**src/design/hce_pkg.sv**
```systemverilog
package hce_pkg;
  // clock and timing
  localparam longint unsigned CLK_HZ = 100_000_000;
  localparam longint unsigned DEBOUNCE_MS = 10;
  localparam longint unsigned SHUTOFF_S = 25;
  localparam longint unsigned TE_BASE_US = 100;
  localparam int unsigned PREAMBLE_TE = 23;
  localparam int unsigned HEADER_TE = 10;
  localparam int unsigned GUARD_TE = 30;
  localparam int unsigned TE_PER_BIT = 3;
  // parameter store map (word addresses)
  localparam int WORD_COUNT = 12;
  localparam logic [3:0] ADDR_KEY_FIRST = 4'h0;
  localparam logic [3:0] ADDR_HOP_COUNTER = 4'h4;
  localparam logic [3:0] ADDR_RESERVED = 4'h5;
  localparam logic [3:0] ADDR_UNIT_ID_LOW = 4'h6;
  localparam logic [3:0] ADDR_UNIT_ID_HIGH = 4'h7;
  localparam logic [3:0] ADDR_OUTER_WRAP_SECRET = 4'ha;
  localparam logic [3:0] ADDR_OPTION_WORD = 4'hb;
  localparam logic [3:0] ADDR_LAST = 4'hb;
  localparam logic [15:0] RESERVED_VALUE = 16'h0000;
  // option word and identifier fields
  localparam int OPT_DISC_LSB = 0;
  localparam int OPT_DISC_MSB = 9;
  localparam int OPT_WRAP_FLAG_FIRST = 10;
  localparam int OPT_WRAP_FLAG_SECOND = 11;
  localparam int OPT_LOW_VOLT_SEL = 12;
  localparam int OPT_RATE_SELECT_LOW = 13;
  localparam int OPT_RATE_SELECT_HIGH = 14;
  localparam int OPT_OUTER_WRAP_ENABLE = 15;
  localparam int UNIT_ID_SHUTOFF_BIT = 15;
  localparam int UNIT_ID_TX_BITS = 28;
  // cipher
  localparam int unsigned CIPHER_ROUNDS = 528;
  localparam int unsigned ENV_ROUNDS = 32;
  localparam logic [31:0] NLF_TABLE = 32'h3a5c_74e2;
  localparam int WORD_BITS = 66;
  localparam int FIFO_DEPTH = 8;
  localparam logic [15:0] HOP_ALL_ONES = 16'hffff;
  localparam logic [1:0] MAX_SHIFT_LEVEL = 2'h3;

  typedef struct packed {
    logic c;
    logic b;
    logic a;
  } hce_buttons_t;

  typedef struct packed {
    logic [1:0] status;
    logic [31:0] fixed;
    logic [31:0] hop;
  } hce_code_word_t;

  typedef enum logic [3:0] {
    HCE_IDLE = 4'h0,
    HCE_DEBOUNCE = 4'h1,
    HCE_SAMPLE = 4'h3,
    HCE_CIPHER = 4'h2,
    HCE_PREAMBLE = 4'h6,
    HCE_HEADER = 4'h7,
    HCE_DATA = 4'h5,
    HCE_GUARD = 4'h4,
    HCE_TIMEOUT = 4'hc
  } hce_state_t;
endpackage

```
**src/design/hce_core.sv**
```systemverilog
`timescale 1ns/1ps

// bit fifo between code word loader and pulse-width sender
module hce_fifo #(
  parameter int WIDTH = 1,
  parameter int DEPTH = 8
) (
  // clock and reset
  input wire logic clk_i,
  input wire logic rst_b_i,
  input wire logic flush_i,
  // fill side
  input wire logic in_valid_i,
  output logic in_ready_o,
  input wire logic [WIDTH-1:0] in_data_i,
  // drain side
  output logic out_valid_o,
  input wire logic out_ready_i,
  output logic [WIDTH-1:0] out_data_o
);
  localparam int AW = $clog2(DEPTH);
  logic [WIDTH-1:0] mem [DEPTH];
  logic [AW:0] wr_ptr;
  logic [AW:0] rd_ptr;
  logic full;
  logic empty;

  // occupancy flags from pointers with wrap bit
  assign full = (wr_ptr[AW] != rd_ptr[AW]) && (wr_ptr[AW-1:0] == rd_ptr[AW-1:0]);
  assign empty = (wr_ptr == rd_ptr);
  assign in_ready_o = !full;
  assign out_valid_o = !empty;
  assign out_data_o = mem[rd_ptr[AW-1:0]];

  // storage
  always_ff @(posedge clk_i) begin
    if (in_valid_i && !full) begin
      mem[wr_ptr[AW-1:0]] <= in_data_i;
    end
  end

  // pointers
  always_ff @(posedge clk_i or negedge rst_b_i) begin
    if (!rst_b_i) begin
      wr_ptr <= '0;
      rd_ptr <= '0;
    end else if (flush_i) begin
      wr_ptr <= '0;
      rd_ptr <= '0;
    end else begin
      if (in_valid_i && !full) wr_ptr <= wr_ptr + 1'b1;
      if (out_ready_i && !empty) rd_ptr <= rd_ptr + 1'b1;
    end
  end
endmodule

// Summary of operation
// - wake on switch, wait 10 ms debounce
// - 32-bit block cipher, 64-bit key
// - cipher input: counter, fixed fields, buttons
// - new button aborts word, restarts processing
// - partial release ignored; last release finishes word
// - store: twelve 16-bit parameter words
// - key from words zero to three
// - counter updated every transmission
// - only low 28 identifier bits sent
// - identifier bit 31 enables auto-shutoff
// - 25 s hold enters time-out, stops
// - outer wrap enciphers identifier and function
// - option word field layout
// - programming: third switch clock, output data
// - indicator sinks current while transmitting
// - function from level presses and buttons
// - rate bits pick element and blanking
module hce_core #(
  parameter longint unsigned DEBOUNCE_CYC = hce_pkg::DEBOUNCE_MS * hce_pkg::CLK_HZ / 1000,
  parameter longint unsigned SHUTOFF_CYC = hce_pkg::SHUTOFF_S * hce_pkg::CLK_HZ,
  parameter longint unsigned TE_BASE_CYC = hce_pkg::TE_BASE_US * hce_pkg::CLK_HZ / 1000000
) (
  // clock and reset
  input wire logic clk_i,
  input wire logic rst_b_i,
  // switch inputs
  input wire logic button_input_a_i,
  input wire logic button_input_b_i,
  input wire logic button_input_c_prog_clock_i,
  input wire logic level_select_i,
  // status inputs
  input wire logic prog_mode_i,
  input wire logic low_voltage_i,
  // output pin, also programming data
  input wire logic pwm_data_i,
  output logic pwm_o,
  output logic pwm_oe_o,
  // indicator, low sinks current
  output logic led_b_o,
  output hce_pkg::hce_state_t state_o
);
  import hce_pkg::*;

  localparam logic [31:0] DEB_LEN = 32'(DEBOUNCE_CYC);
  localparam logic [31:0] SHUT_LEN = 32'(SHUTOFF_CYC);
  localparam logic [31:0] TE_LEN = 32'(TE_BASE_CYC);

  hce_state_t state;
  hce_state_t next_state;
  logic [15:0] store [WORD_COUNT];
  hce_buttons_t btn;
  hce_buttons_t btn_latched;
  logic any_tx;
  logic new_press;
  logic [31:0] deb_cnt;
  logic [31:0] shut_cnt;
  logic [31:0] te_cnt;
  logic [31:0] te_len;
  logic te_tick;
  logic [1:0] shift_level;
  logic level_prev;
  logic [3:0] func;
  logic [9:0] round;
  logic [31:0] hop_block;
  logic [63:0] key_rot;
  logic [31:0] env_block;
  logic [15:0] env_key;
  hce_code_word_t code_word;
  logic [6:0] load_left;
  logic [65:0] load_sr;
  logic fifo_in_ready;
  logic fifo_out_valid;
  logic fifo_out_data;
  logic fifo_pop;
  logic fifo_flush;
  logic [6:0] bits_sent;
  logic [5:0] elem_cnt;
  logic [1:0] sub;
  logic cur_bit;
  logic [1:0] word_idx;
  logic send_en;
  logic [1:0] rate;
  logic prog_clk_prev;
  logic [3:0] prog_bits;
  logic [15:0] prog_sr;
  logic [3:0] prog_addr;
  logic tx_active;
  logic shut_en;
  logic next_pwm;

  assign btn = '{c: button_input_c_prog_clock_i, b: button_input_b_i, a: button_input_a_i};
  assign any_tx = |btn;
  assign new_press = |(btn & ~btn_latched);
  assign rate = {store[ADDR_OPTION_WORD][OPT_RATE_SELECT_HIGH],
                 store[ADDR_OPTION_WORD][OPT_RATE_SELECT_LOW]};
  assign shut_en = store[ADDR_UNIT_ID_HIGH][UNIT_ID_SHUTOFF_BIT];
  assign tx_active = (state == HCE_PREAMBLE) || (state == HCE_HEADER) ||
                     (state == HCE_DATA) || (state == HCE_GUARD);
  assign fifo_flush = (state == HCE_SAMPLE);

  // element length and blanking from the rate bits
  always_comb begin
    unique case (rate)
      2'b00: te_len = TE_LEN << 2;
      2'b01: te_len = TE_LEN << 1;
      default: te_len = TE_LEN;
    endcase
    unique case (rate)
      2'b00: send_en = 1'b1;
      2'b11: send_en = (word_idx == 2'b00);
      default: send_en = !word_idx[0];
    endcase
  end

  // function code: level presses high, button encoding low
  always_comb begin
    func = {shift_level, (btn.c ? 2'b11 : {btn.b, btn.a})};
  end

  // main sequence
  always_comb begin
    next_state = state;
    unique case (state)
      HCE_IDLE: if ((any_tx || level_select_i) && !prog_mode_i) next_state = HCE_DEBOUNCE;
      HCE_DEBOUNCE: if (deb_cnt >= DEB_LEN - 1) begin
        if (any_tx) next_state = HCE_SAMPLE;
        else if (!level_select_i) next_state = HCE_IDLE;
      end
      HCE_SAMPLE: next_state = HCE_CIPHER;
      HCE_CIPHER: if (round == 10'(CIPHER_ROUNDS - 1)) next_state = HCE_PREAMBLE;
      HCE_PREAMBLE: if (te_tick && elem_cnt == 6'(PREAMBLE_TE - 1)) next_state = HCE_HEADER;
      HCE_HEADER: if (te_tick && elem_cnt == 6'(HEADER_TE - 1)) next_state = HCE_DATA;
      HCE_DATA: if (te_tick && sub == 2'(TE_PER_BIT - 1) && bits_sent == 7'(WORD_BITS - 1))
        next_state = HCE_GUARD;
      HCE_GUARD: if (te_tick && elem_cnt == 6'(GUARD_TE - 1))
        next_state = any_tx ? HCE_SAMPLE : HCE_IDLE;
      HCE_TIMEOUT: if (!any_tx) next_state = HCE_IDLE;
      default: next_state = HCE_IDLE;
    endcase
    if (tx_active && new_press) next_state = HCE_DEBOUNCE;
    if (shut_en && shut_cnt >= SHUT_LEN - 1 && state != HCE_IDLE) next_state = HCE_TIMEOUT;
  end

  // state register
  always_ff @(posedge clk_i or negedge rst_b_i) begin
    if (!rst_b_i) state <= HCE_IDLE;
    else state <= next_state;
  end

  // debounce delay, restarted on every entry
  always_ff @(posedge clk_i or negedge rst_b_i) begin
    if (!rst_b_i) deb_cnt <= '0;
    else if (state != HCE_DEBOUNCE || next_state != HCE_DEBOUNCE) deb_cnt <= '0;
    else deb_cnt <= deb_cnt + 32'h1;
  end

  // stuck button timer, runs while any transmit button is held
  always_ff @(posedge clk_i or negedge rst_b_i) begin
    if (!rst_b_i) shut_cnt <= '0;
    else if (!any_tx || !shut_en || state == HCE_IDLE) shut_cnt <= '0;
    else if (shut_cnt < SHUT_LEN - 1) shut_cnt <= shut_cnt + 32'h1;
  end

  // level-select press counter, cleared once the word goes out
  always_ff @(posedge clk_i or negedge rst_b_i) begin
    if (!rst_b_i) begin
      shift_level <= '0;
      level_prev <= 1'b0;
    end else begin
      level_prev <= level_select_i;
      if ((tx_active || state == HCE_TIMEOUT) && next_state == HCE_IDLE) shift_level <= '0;
      else if (level_select_i && !level_prev && shift_level != MAX_SHIFT_LEVEL && !tx_active)
        shift_level <= shift_level + 2'h1;
    end
  end

  // pulse element divider
  always_ff @(posedge clk_i or negedge rst_b_i) begin
    if (!rst_b_i) begin
      te_cnt <= '0;
      te_tick <= 1'b0;
    end else if (!tx_active) begin
      te_cnt <= '0;
      te_tick <= 1'b0;
    end else begin
      te_tick <= (te_cnt == te_len - 2);
      te_cnt <= (te_cnt >= te_len - 1) ? '0 : te_cnt + 32'h1;
    end
  end

  // parameter store: sampling updates counter, programming loads words
  always_ff @(posedge clk_i) begin
    if (state == HCE_SAMPLE) begin
      store[ADDR_HOP_COUNTER] <= store[ADDR_HOP_COUNTER] + 16'h1;
      if (store[ADDR_HOP_COUNTER] == HOP_ALL_ONES) begin
        if (store[ADDR_OPTION_WORD][OPT_WRAP_FLAG_FIRST])
          store[ADDR_OPTION_WORD][OPT_WRAP_FLAG_FIRST] <= 1'b0;
        else
          store[ADDR_OPTION_WORD][OPT_WRAP_FLAG_SECOND] <= 1'b0;
      end
    end else if (prog_mode_i && state == HCE_IDLE && prog_bits == 4'hf &&
                 button_input_c_prog_clock_i && !prog_clk_prev) begin
      store[prog_addr] <= (prog_addr == ADDR_RESERVED) ? RESERVED_VALUE :
                          {pwm_data_i, prog_sr[15:1]};
    end
  end

  // serial programming shifter, clocked by the third switch
  always_ff @(posedge clk_i or negedge rst_b_i) begin
    if (!rst_b_i) begin
      prog_clk_prev <= 1'b0;
      prog_bits <= '0;
      prog_sr <= '0;
      prog_addr <= ADDR_KEY_FIRST;
    end else begin
      prog_clk_prev <= button_input_c_prog_clock_i;
      if (!prog_mode_i) begin
        prog_bits <= '0;
        prog_addr <= ADDR_KEY_FIRST;
      end else if (state == HCE_IDLE && button_input_c_prog_clock_i && !prog_clk_prev) begin
        prog_sr <= {pwm_data_i, prog_sr[15:1]};
        prog_bits <= prog_bits + 4'h1;
        if (prog_bits == 4'hf) prog_addr <= (prog_addr == ADDR_LAST) ? ADDR_KEY_FIRST :
                                             prog_addr + 4'h1;
      end
    end
  end

  // block cipher rounds; plaintext mixes counter, fixed fields, buttons
  always_ff @(posedge clk_i or negedge rst_b_i) begin
    if (!rst_b_i) begin
      round <= '0;
      hop_block <= '0;
      key_rot <= '0;
      btn_latched <= '0;
    end else if (state == HCE_SAMPLE) begin
      round <= '0;
      btn_latched <= btn;
      hop_block <= {func, store[ADDR_OPTION_WORD][OPT_WRAP_FLAG_SECOND:OPT_WRAP_FLAG_FIRST],
                    store[ADDR_OPTION_WORD][OPT_DISC_MSB:OPT_DISC_LSB],
                    store[ADDR_HOP_COUNTER] + 16'h1};
      key_rot <= {store[ADDR_KEY_FIRST + 4'h3], store[ADDR_KEY_FIRST + 4'h2],
                  store[ADDR_KEY_FIRST + 4'h1], store[ADDR_KEY_FIRST]};
    end else if (state == HCE_CIPHER) begin
      round <= round + 10'h1;
      hop_block <= {NLF_TABLE[{hop_block[31], hop_block[26], hop_block[20], hop_block[9],
                    hop_block[1]}] ^ hop_block[16] ^ hop_block[0] ^ key_rot[0],
                    hop_block[31:1]};
      key_rot <= {key_rot[0], key_rot[63:1]};
    end else if (tx_active) begin
      btn_latched <= btn_latched & btn;
    end
  end

  // outer wrap of identifier and function, a separate short mixer
  always_ff @(posedge clk_i or negedge rst_b_i) begin
    if (!rst_b_i) begin
      env_block <= '0;
      env_key <= '0;
    end else if (state == HCE_SAMPLE) begin
      env_block <= {func, store[ADDR_UNIT_ID_HIGH][UNIT_ID_TX_BITS-17:0],
                    store[ADDR_UNIT_ID_LOW]};
      env_key <= store[ADDR_OUTER_WRAP_SECRET];
    end else if (state == HCE_CIPHER && round < 10'(ENV_ROUNDS) &&
                 store[ADDR_OPTION_WORD][OPT_OUTER_WRAP_ENABLE]) begin
      env_block <= {env_block[30:0], env_block[31] ^ env_key[0] ^
                    (env_block[7] & env_block[19])};
      env_key <= {env_key[0], env_key[15:1]};
    end
  end

  assign code_word = '{status: {low_voltage_i, (state == HCE_GUARD)},
                       fixed: env_block, hop: hop_block};

  // loader: shifts the code word into the fifo, stalls on back-pressure
  always_ff @(posedge clk_i or negedge rst_b_i) begin
    if (!rst_b_i) begin
      load_left <= '0;
      load_sr <= '0;
    end else if (state == HCE_SAMPLE) begin
      load_left <= '0;
    end else if (state == HCE_CIPHER && next_state == HCE_PREAMBLE) begin
      load_left <= 7'(WORD_BITS);
      load_sr <= {code_word.status, code_word.fixed, hop_block};
    end else if (load_left != 7'h0 && fifo_in_ready) begin
      load_left <= load_left - 7'h1;
      load_sr <= {1'b0, load_sr[65:1]};
    end
  end

  hce_fifo #(.WIDTH(1), .DEPTH(FIFO_DEPTH)) u_fifo (
    .clk_i(clk_i),
    .rst_b_i(rst_b_i),
    .flush_i(fifo_flush),
    .in_valid_i(load_left != 7'h0),
    .in_ready_o(fifo_in_ready),
    .in_data_i(load_sr[0]),
    .out_valid_o(fifo_out_valid),
    .out_ready_i(fifo_pop),
    .out_data_o(fifo_out_data)
  );

  assign fifo_pop = (state == HCE_DATA) && te_tick && sub == 2'(TE_PER_BIT - 1);

  // element and bit counters of the word
  always_ff @(posedge clk_i or negedge rst_b_i) begin
    if (!rst_b_i) begin
      elem_cnt <= '0;
      sub <= '0;
      bits_sent <= '0;
      word_idx <= '0;
    end else if (state != next_state) begin
      elem_cnt <= '0;
      sub <= '0;
      bits_sent <= '0;
      if (state == HCE_GUARD && next_state == HCE_SAMPLE) word_idx <= word_idx + 2'h1;
      if (next_state == HCE_IDLE) word_idx <= '0;
    end else if (te_tick) begin
      elem_cnt <= elem_cnt + 6'h1;
      if (state == HCE_DATA) begin
        sub <= (sub == 2'(TE_PER_BIT - 1)) ? 2'h0 : sub + 2'h1;
        if (sub == 2'(TE_PER_BIT - 1)) bits_sent <= bits_sent + 7'h1;
      end
    end
  end

  assign cur_bit = fifo_out_valid & fifo_out_data;

  // pulse shape: high element, inverted data element, low element
  always_comb begin
    unique case (state)
      HCE_PREAMBLE: next_pwm = !elem_cnt[0];
      HCE_DATA: next_pwm = (sub == 2'h0) || (sub == 2'h1 && !cur_bit);
      default: next_pwm = 1'b0;
    endcase
  end

  // registered pins
  always_ff @(posedge clk_i or negedge rst_b_i) begin
    if (!rst_b_i) begin
      pwm_o <= 1'b0;
      pwm_oe_o <= 1'b0;
      led_b_o <= 1'b1;
      state_o <= HCE_IDLE;
    end else begin
      pwm_o <= next_pwm && send_en;
      pwm_oe_o <= !prog_mode_i;
      led_b_o <= !(tx_active && next_state != HCE_TIMEOUT);
      state_o <= next_state;
    end
  end

  a_debounce_len: assert property (@(posedge clk_i) disable iff (!rst_b_i)
    (state == HCE_DEBOUNCE && next_state == HCE_SAMPLE) |-> deb_cnt >= DEB_LEN - 1)
    else $error("debounce left early");
  a_counter_step: assert property (@(posedge clk_i) disable iff (!rst_b_i)
    state == HCE_SAMPLE |=> store[ADDR_HOP_COUNTER] == $past(store[ADDR_HOP_COUNTER]) + 16'h1)
    else $error("counter not advanced");
  a_plain_counter: assert property (@(posedge clk_i) disable iff (!rst_b_i)
    state == HCE_SAMPLE |=> round == 10'h0 && hop_block[15:0] == store[ADDR_HOP_COUNTER])
    else $error("cipher input lacks new counter");
  a_abort_press: assert property (@(posedge clk_i) disable iff (!rst_b_i)
    (tx_active && new_press && !(shut_en && shut_cnt >= SHUT_LEN - 1)) |=> state == HCE_DEBOUNCE)
    else $error("new button did not abort");
  a_release_done: assert property (@(posedge clk_i) disable iff (!rst_b_i)
    (state == HCE_DATA && !any_tx && !(shut_en && shut_cnt >= SHUT_LEN - 1)) |=>
    state inside {HCE_DATA, HCE_GUARD})
    else $error("release cut the word");
  a_key_order: assert property (@(posedge clk_i) disable iff (!rst_b_i)
    state == HCE_SAMPLE |=> key_rot[15:0] == store[ADDR_KEY_FIRST])
    else $error("key not taken from word zero");
  a_led_tx: assert property (@(posedge clk_i) disable iff (!rst_b_i)
    (state == HCE_HEADER && next_state == HCE_HEADER) |=> !led_b_o)
    else $error("indicator dark during word");
  a_timeout_quiet: assert property (@(posedge clk_i) disable iff (!rst_b_i)
    state == HCE_TIMEOUT |=> !pwm_o && led_b_o)
    else $error("output active in time-out");
  a_prog_release: assert property (@(posedge clk_i) disable iff (!rst_b_i)
    prog_mode_i |=> !pwm_oe_o)
    else $error("output driven while programming");
  a_blank_word: assert property (@(posedge clk_i) disable iff (!rst_b_i)
    (rate == 2'b11 && word_idx != 2'b00 && $stable(rate)) |=> !pwm_o)
    else $error("blanked word was sent");
endmodule

```
**config.mk**
```make
export PLATFORM = sky130hd
export DESIGN_NAME = hce_core
export DESIGN_NICKNAME = d
export VERILOG_FILES = /design/src/design/hce_pkg.sv /design/src/design/hce_core.sv
export SDC_FILE = /design/constraint.sdc
export NUM_CORES = 1
export LEC_CHECK = 0
export ABC_AREA = 1
export ABC_CLOCK_PERIOD_IN_PS = 7050
export BUFFER_PORTS_ARGS = -buffer_cell sky130_fd_sc_hd__clkbuf_2
export CAP_MARGIN = 10
export CORE_MARGIN = 2
export CORE_UTILIZATION = 65
export DETAILED_ROUTE_END_ITERATION = 6
export MAX_ROUTING_LAYER = met4
export PLACE_DENSITY = 0.8
export SYNTH_ARGS = -nofsm -noshare
export SYNTH_HDL_FRONTEND = slang
export SYNTH_HIERARCHICAL = 1
export SYNTH_SLANG_ARGS = --single-unit
export TNS_END_PERCENT = 10
```
**constraint.sdc**
```tcl
create_clock -name clk_i -period 7.05 [get_ports clk_i]
set_input_delay 0.705 -clock clk_i [delete_from_list [all_inputs] [get_ports clk_i]]
set_output_delay 0.705 -clock clk_i [all_outputs]
set_load 0.01 [all_outputs]
```
==> results by group <==
Timing
  • Worst clock skew on the final layout: 0.0215 ns
  • Max-slew headroom at the worst pin: 0.168
  • Final Hold Violating Endpoints: 0
  • Maximum clock frequency: 230 MHz
  • Worst Max-Slew Pin Slew: 1.24 ns
  • Final max-slew violation count: 0
  • Post-route minimum period: 4.34 ns
  • RSZ-0062 raised after global routing: no
  • Total negative setup slack: 0 ns
  • Crit share post-route: 0.616
  • Final setup vio count: 0

Power and ir drop
  • LEAKAGE: 0.0110 uW
  • Part of the power in the clock network: 0.430
  • Worst vdd ir: 0.233 mV
  • Part of the power in registers: 0.510
  • Switching Share: 0.234
  • Switching power summed over all nets: 1510 uW
  • Combinational power share: 0.060
  • Power density normalized to cell area: 250 mW/mm^2
  • P_int: 4950 uW

Synth
  • Most numerous cell in the Yosys netlist: sky130_fd_sc_hd__nand2_1
  • Number of enable flip-flop cells after synthesis: 146
  • Post-synthesis share of cell area spent on full adders, half adders and majority gates: 0.0185
  • Post-synthesis async set-or-reset flop share: 0.723
  • Post-synthesis cell area: 0.0236 sq mm
  • Sequential element share of the synthesized area: 0.596
  • Compound-gate portion of the synthesized area: 0.112
  • Mean Syn Cell Area: 9.55 sq um
  • Post-synth top flop: sky130_fd_sc_hd__dfrtp_1
  • Share of synthesized cell area in and, or, nand and nor gates: 0.187
  • Largest family of logic cells by synthesized area: simple AND/OR/NAND/NOR gates
  • Synthesis warning total: 6
  • Area share of xor/xnor cells in the synthesized design: 0.0189
  • Yosys top cell by area: sky130_fd_sc_hd__dfrtp_1
  • Area share of the largest cell type after synthesis: 0.408
  • Number of synthesized register bits: 534
  • Syn Inst Count: 2473
  • Top area cells in the synthesized netlist: sky130_fd_sc_hd__dfrtp_1, sky130_fd_sc_hd__edfxtp_1, sky130_fd_sc_hd__nand2_1
  • Multiplexer fraction of the synthesized cell area: 0.000477
  • Synth cell count leaders: sky130_fd_sc_hd__nand2_1, sky130_fd_sc_hd__dfrtp_1, sky130_fd_sc_hd__inv_1
  • Post-synth cell types: 62

Placement
  • Post-placement cell count: 2894
  • Sum of net half-perimeters after detailed placement: 33400 um
  • Routability cong.: 0.901
  • Placed standard-cell area: 0.0241 sq mm
  • Total of buffers placed on input and output ports: 15

Finish
  • Final Net Count: 2532
  • Share of final-layout standard cells stronger than drive strength 1: 0.0766
  • Area growth, synth to finish: 9.46%
  • Final Instance Area: 0.0258 sq mm
  • Ant. Diodes: 0
  • Final non-filler cell total: 2993

CTS
  • Number of buffers added for setup after CTS: 0
  • Reg clk slew, reported paths: 0.06 ns
  • TritonCTS clock tree: yes
  • Number of buffers inserted during clock tree synthesis: 53
  • Count of instances resized after the clock tree is built: 0
  • H-tree level count: 2
  • Number of hold buffers added after cts: 0
  • Clock sink total: 534
  • Clock root cell: sky130_fd_sc_hd__clkbuf_16
  • Clock buffer depth: 3
  • Clock insertion delay at the later pin of the skew report: 0.60 ns

Detailed routing
  • Post-detailed-routing wire length: 51800 um
  • Vias/cell: 5.82
  • 1st-iter DRT viols: 1438
  • Total DRC errors in the routed layout: 0
  • Vias: 17400
  • Detail-routed net length per standard cell: 17.3 um
  • First drt pass iteration count: 5
  • Post-route antenna net violation count: 0

Setup path
  • Data arrival time at the worst-slack endpoint: 4.76 ns
  • Crit-path max FO: 71
  • Kind of start point of the critical path: flop
  • Critical Path Sink Type: flop
  • Worst setup path class: reg -> reg
  • CP required: 7.47 ns

Worst hold path
  • Path category of the worst min-delay check: in -> async

Run status
  • Result of the run: complete, no violations

Global routing
  • Antenna violations before repair: 1
  • Global-route wire length before repair: 86600 um
  • Global-route usage over all layers: 0.292
  • Remaining Overflow, GRT: 0
  • Largest net degree at the start of global routing: 136
  • Vias in the first global route: 17600

Die
  • IO Count: 16
  • Std cell rows: 69
  • Starting density of the core: 0.662
  • Die H: 195 um
  • Area of the die: 0.0379 sq mm
  • Placeable core region: 0.0357 sq mm
  • Die outline width: 195 um

Run
  • Reported max-cap violation count: 0
-- worst paths after layout --
check / startpoint / to / slack (ns) / cells past startpoint
hold / removal: rst_b_i / te_cnt[29] / 0.22 / 1
max in group asynchronous: rst_b_i / deb_cnt[13] / 5.37 / 2
hold reg to reg: store[3][5] / key_rot[53] / 0.46 / 2
setup / recovery: state_o[3] / load_sr[57] / 2.71 / 12
setup reg to reg: state_o[3] / load_sr[57] / 2.71 / 12
min in group clk_i: button_input_c_prog_clock_i / prog_clk_prev / 0.30 / 1
-- worst max-delay path, cell delays in order, from the launching register on --
cell and delay, ns:
sky130_fd_sc_hd__dfrtp_1 0.44, sky130_fd_sc_hd__nor2_1 0.29, sky130_fd_sc_hd__nand2_2 0.63, sky130_fd_sc_hd__nor2_4 0.24
sky130_fd_sc_hd__buf_4 0.51, sky130_fd_sc_hd__nand4_1 0.20, sky130_fd_sc_hd__inv_1 0.13, sky130_fd_sc_hd__nand2_4 0.17
sky130_fd_sc_hd__inv_2 0.55, sky130_fd_sc_hd__buf_4 0.60, sky130_fd_sc_hd__nand2_1 0.14, sky130_fd_sc_hd__o21ai_0 0.14
sky130_fd_sc_hd__o21ai_1 0.09
-- stage by stage --
| stage | util | setup slack (ns) | total power, uW | hold slack, ns |
|---|---|---|---|---|
| finish | 0.725 | 2.71 | 6460 | 0.222 |
| global route | 0.725 | 2.28 | 6680 | 0.280 |
| CTS | 0.725 | 2.71 | 6500 | 0.261 |
| detailed placement | 0.677 | 2.80 | 3740 | 0.444 |
| global placement | 0.677 | 2.97 | 3720 | 0.440 |
| floorplan | - | 3.36 | 3600 | 0.409 |
-- cells by family (layout without fill, tap and decap cells) --
| group | Yosys count | after routing |
|---|---|---|
| buf+inv | 394 | 438 |
| simple gates | 1036 | 1036 |
| flops | 534 | 534 |
| compound gates | 421 | 421 |
| fa+ha+maj | 35 | 35 |
| xor+xnor | 51 | 51 |
| mux | 1 | 1 |
| other cells | 1 | 16 |
-- area by class of cell --
class / instances / area, sq um
Clock buffer: 74 / 1520
Clock inverter: 25 / 209
Fill cell: 2469 / 9810
Inverter: 301 / 1130
Multi-Input combinational cell: 1560 / 8060
Sequential cell: 534 / 14100
Tap cell: 461 / 577
Timing Repair Buffer: 38 / 270
-- routing by layer --
layer / track usage / wire length, um / share of wire
met5: - / 0 / 0
met4: 0.111 / 1700 / 0.033
met3: 0.0403 / 3000 / 0.058
met2: 0.467 / 24900 / 0.48
met1: 0.386 / 22200 / 0.43
-- layout by cell type, fill, tap and decap left out, drive strengths merged, types with 16 or more instances in the layout --
cell	n
nand2	624
a21oi	46
inv	297
xor2	36
clkinv	25
or2	16
o221ai	66
dfrtp	385
conb	16
buf	24
o21ai	194
nor2	171
o211ai	70
nand3	104
ha	35
clkbuf	88
nor3	65
edfxtp	146
nand4	35
-- sequential cells by signal, summed over array words and instances, names as in the netlist, 6 cells and up --
register    count
load_sr        66
key_rot        64
elem_cnt        6
shut_cnt       32
round          10
env_key        16
hop_block      32
bits_sent       7
load_left       7
u_fifo/mem      8
prog_sr        15
deb_cnt        32
env_block      32
te_cnt         32
store         140
-- power by group through the flow --
stage / clock network (uW) / registers (uW) / logic (uW)
final: 2780 / 3300 / 386
after detailed placement: 0 / 3350 / 387
after global placement: 0 / 3350 / 372
after global routing: 2940 / 3300 / 440
after floorplan: 0 / 3340 / 254
after CTS: 2820 / 3290 / 389
Note: power is estimated with default switching activity, not from simulation.
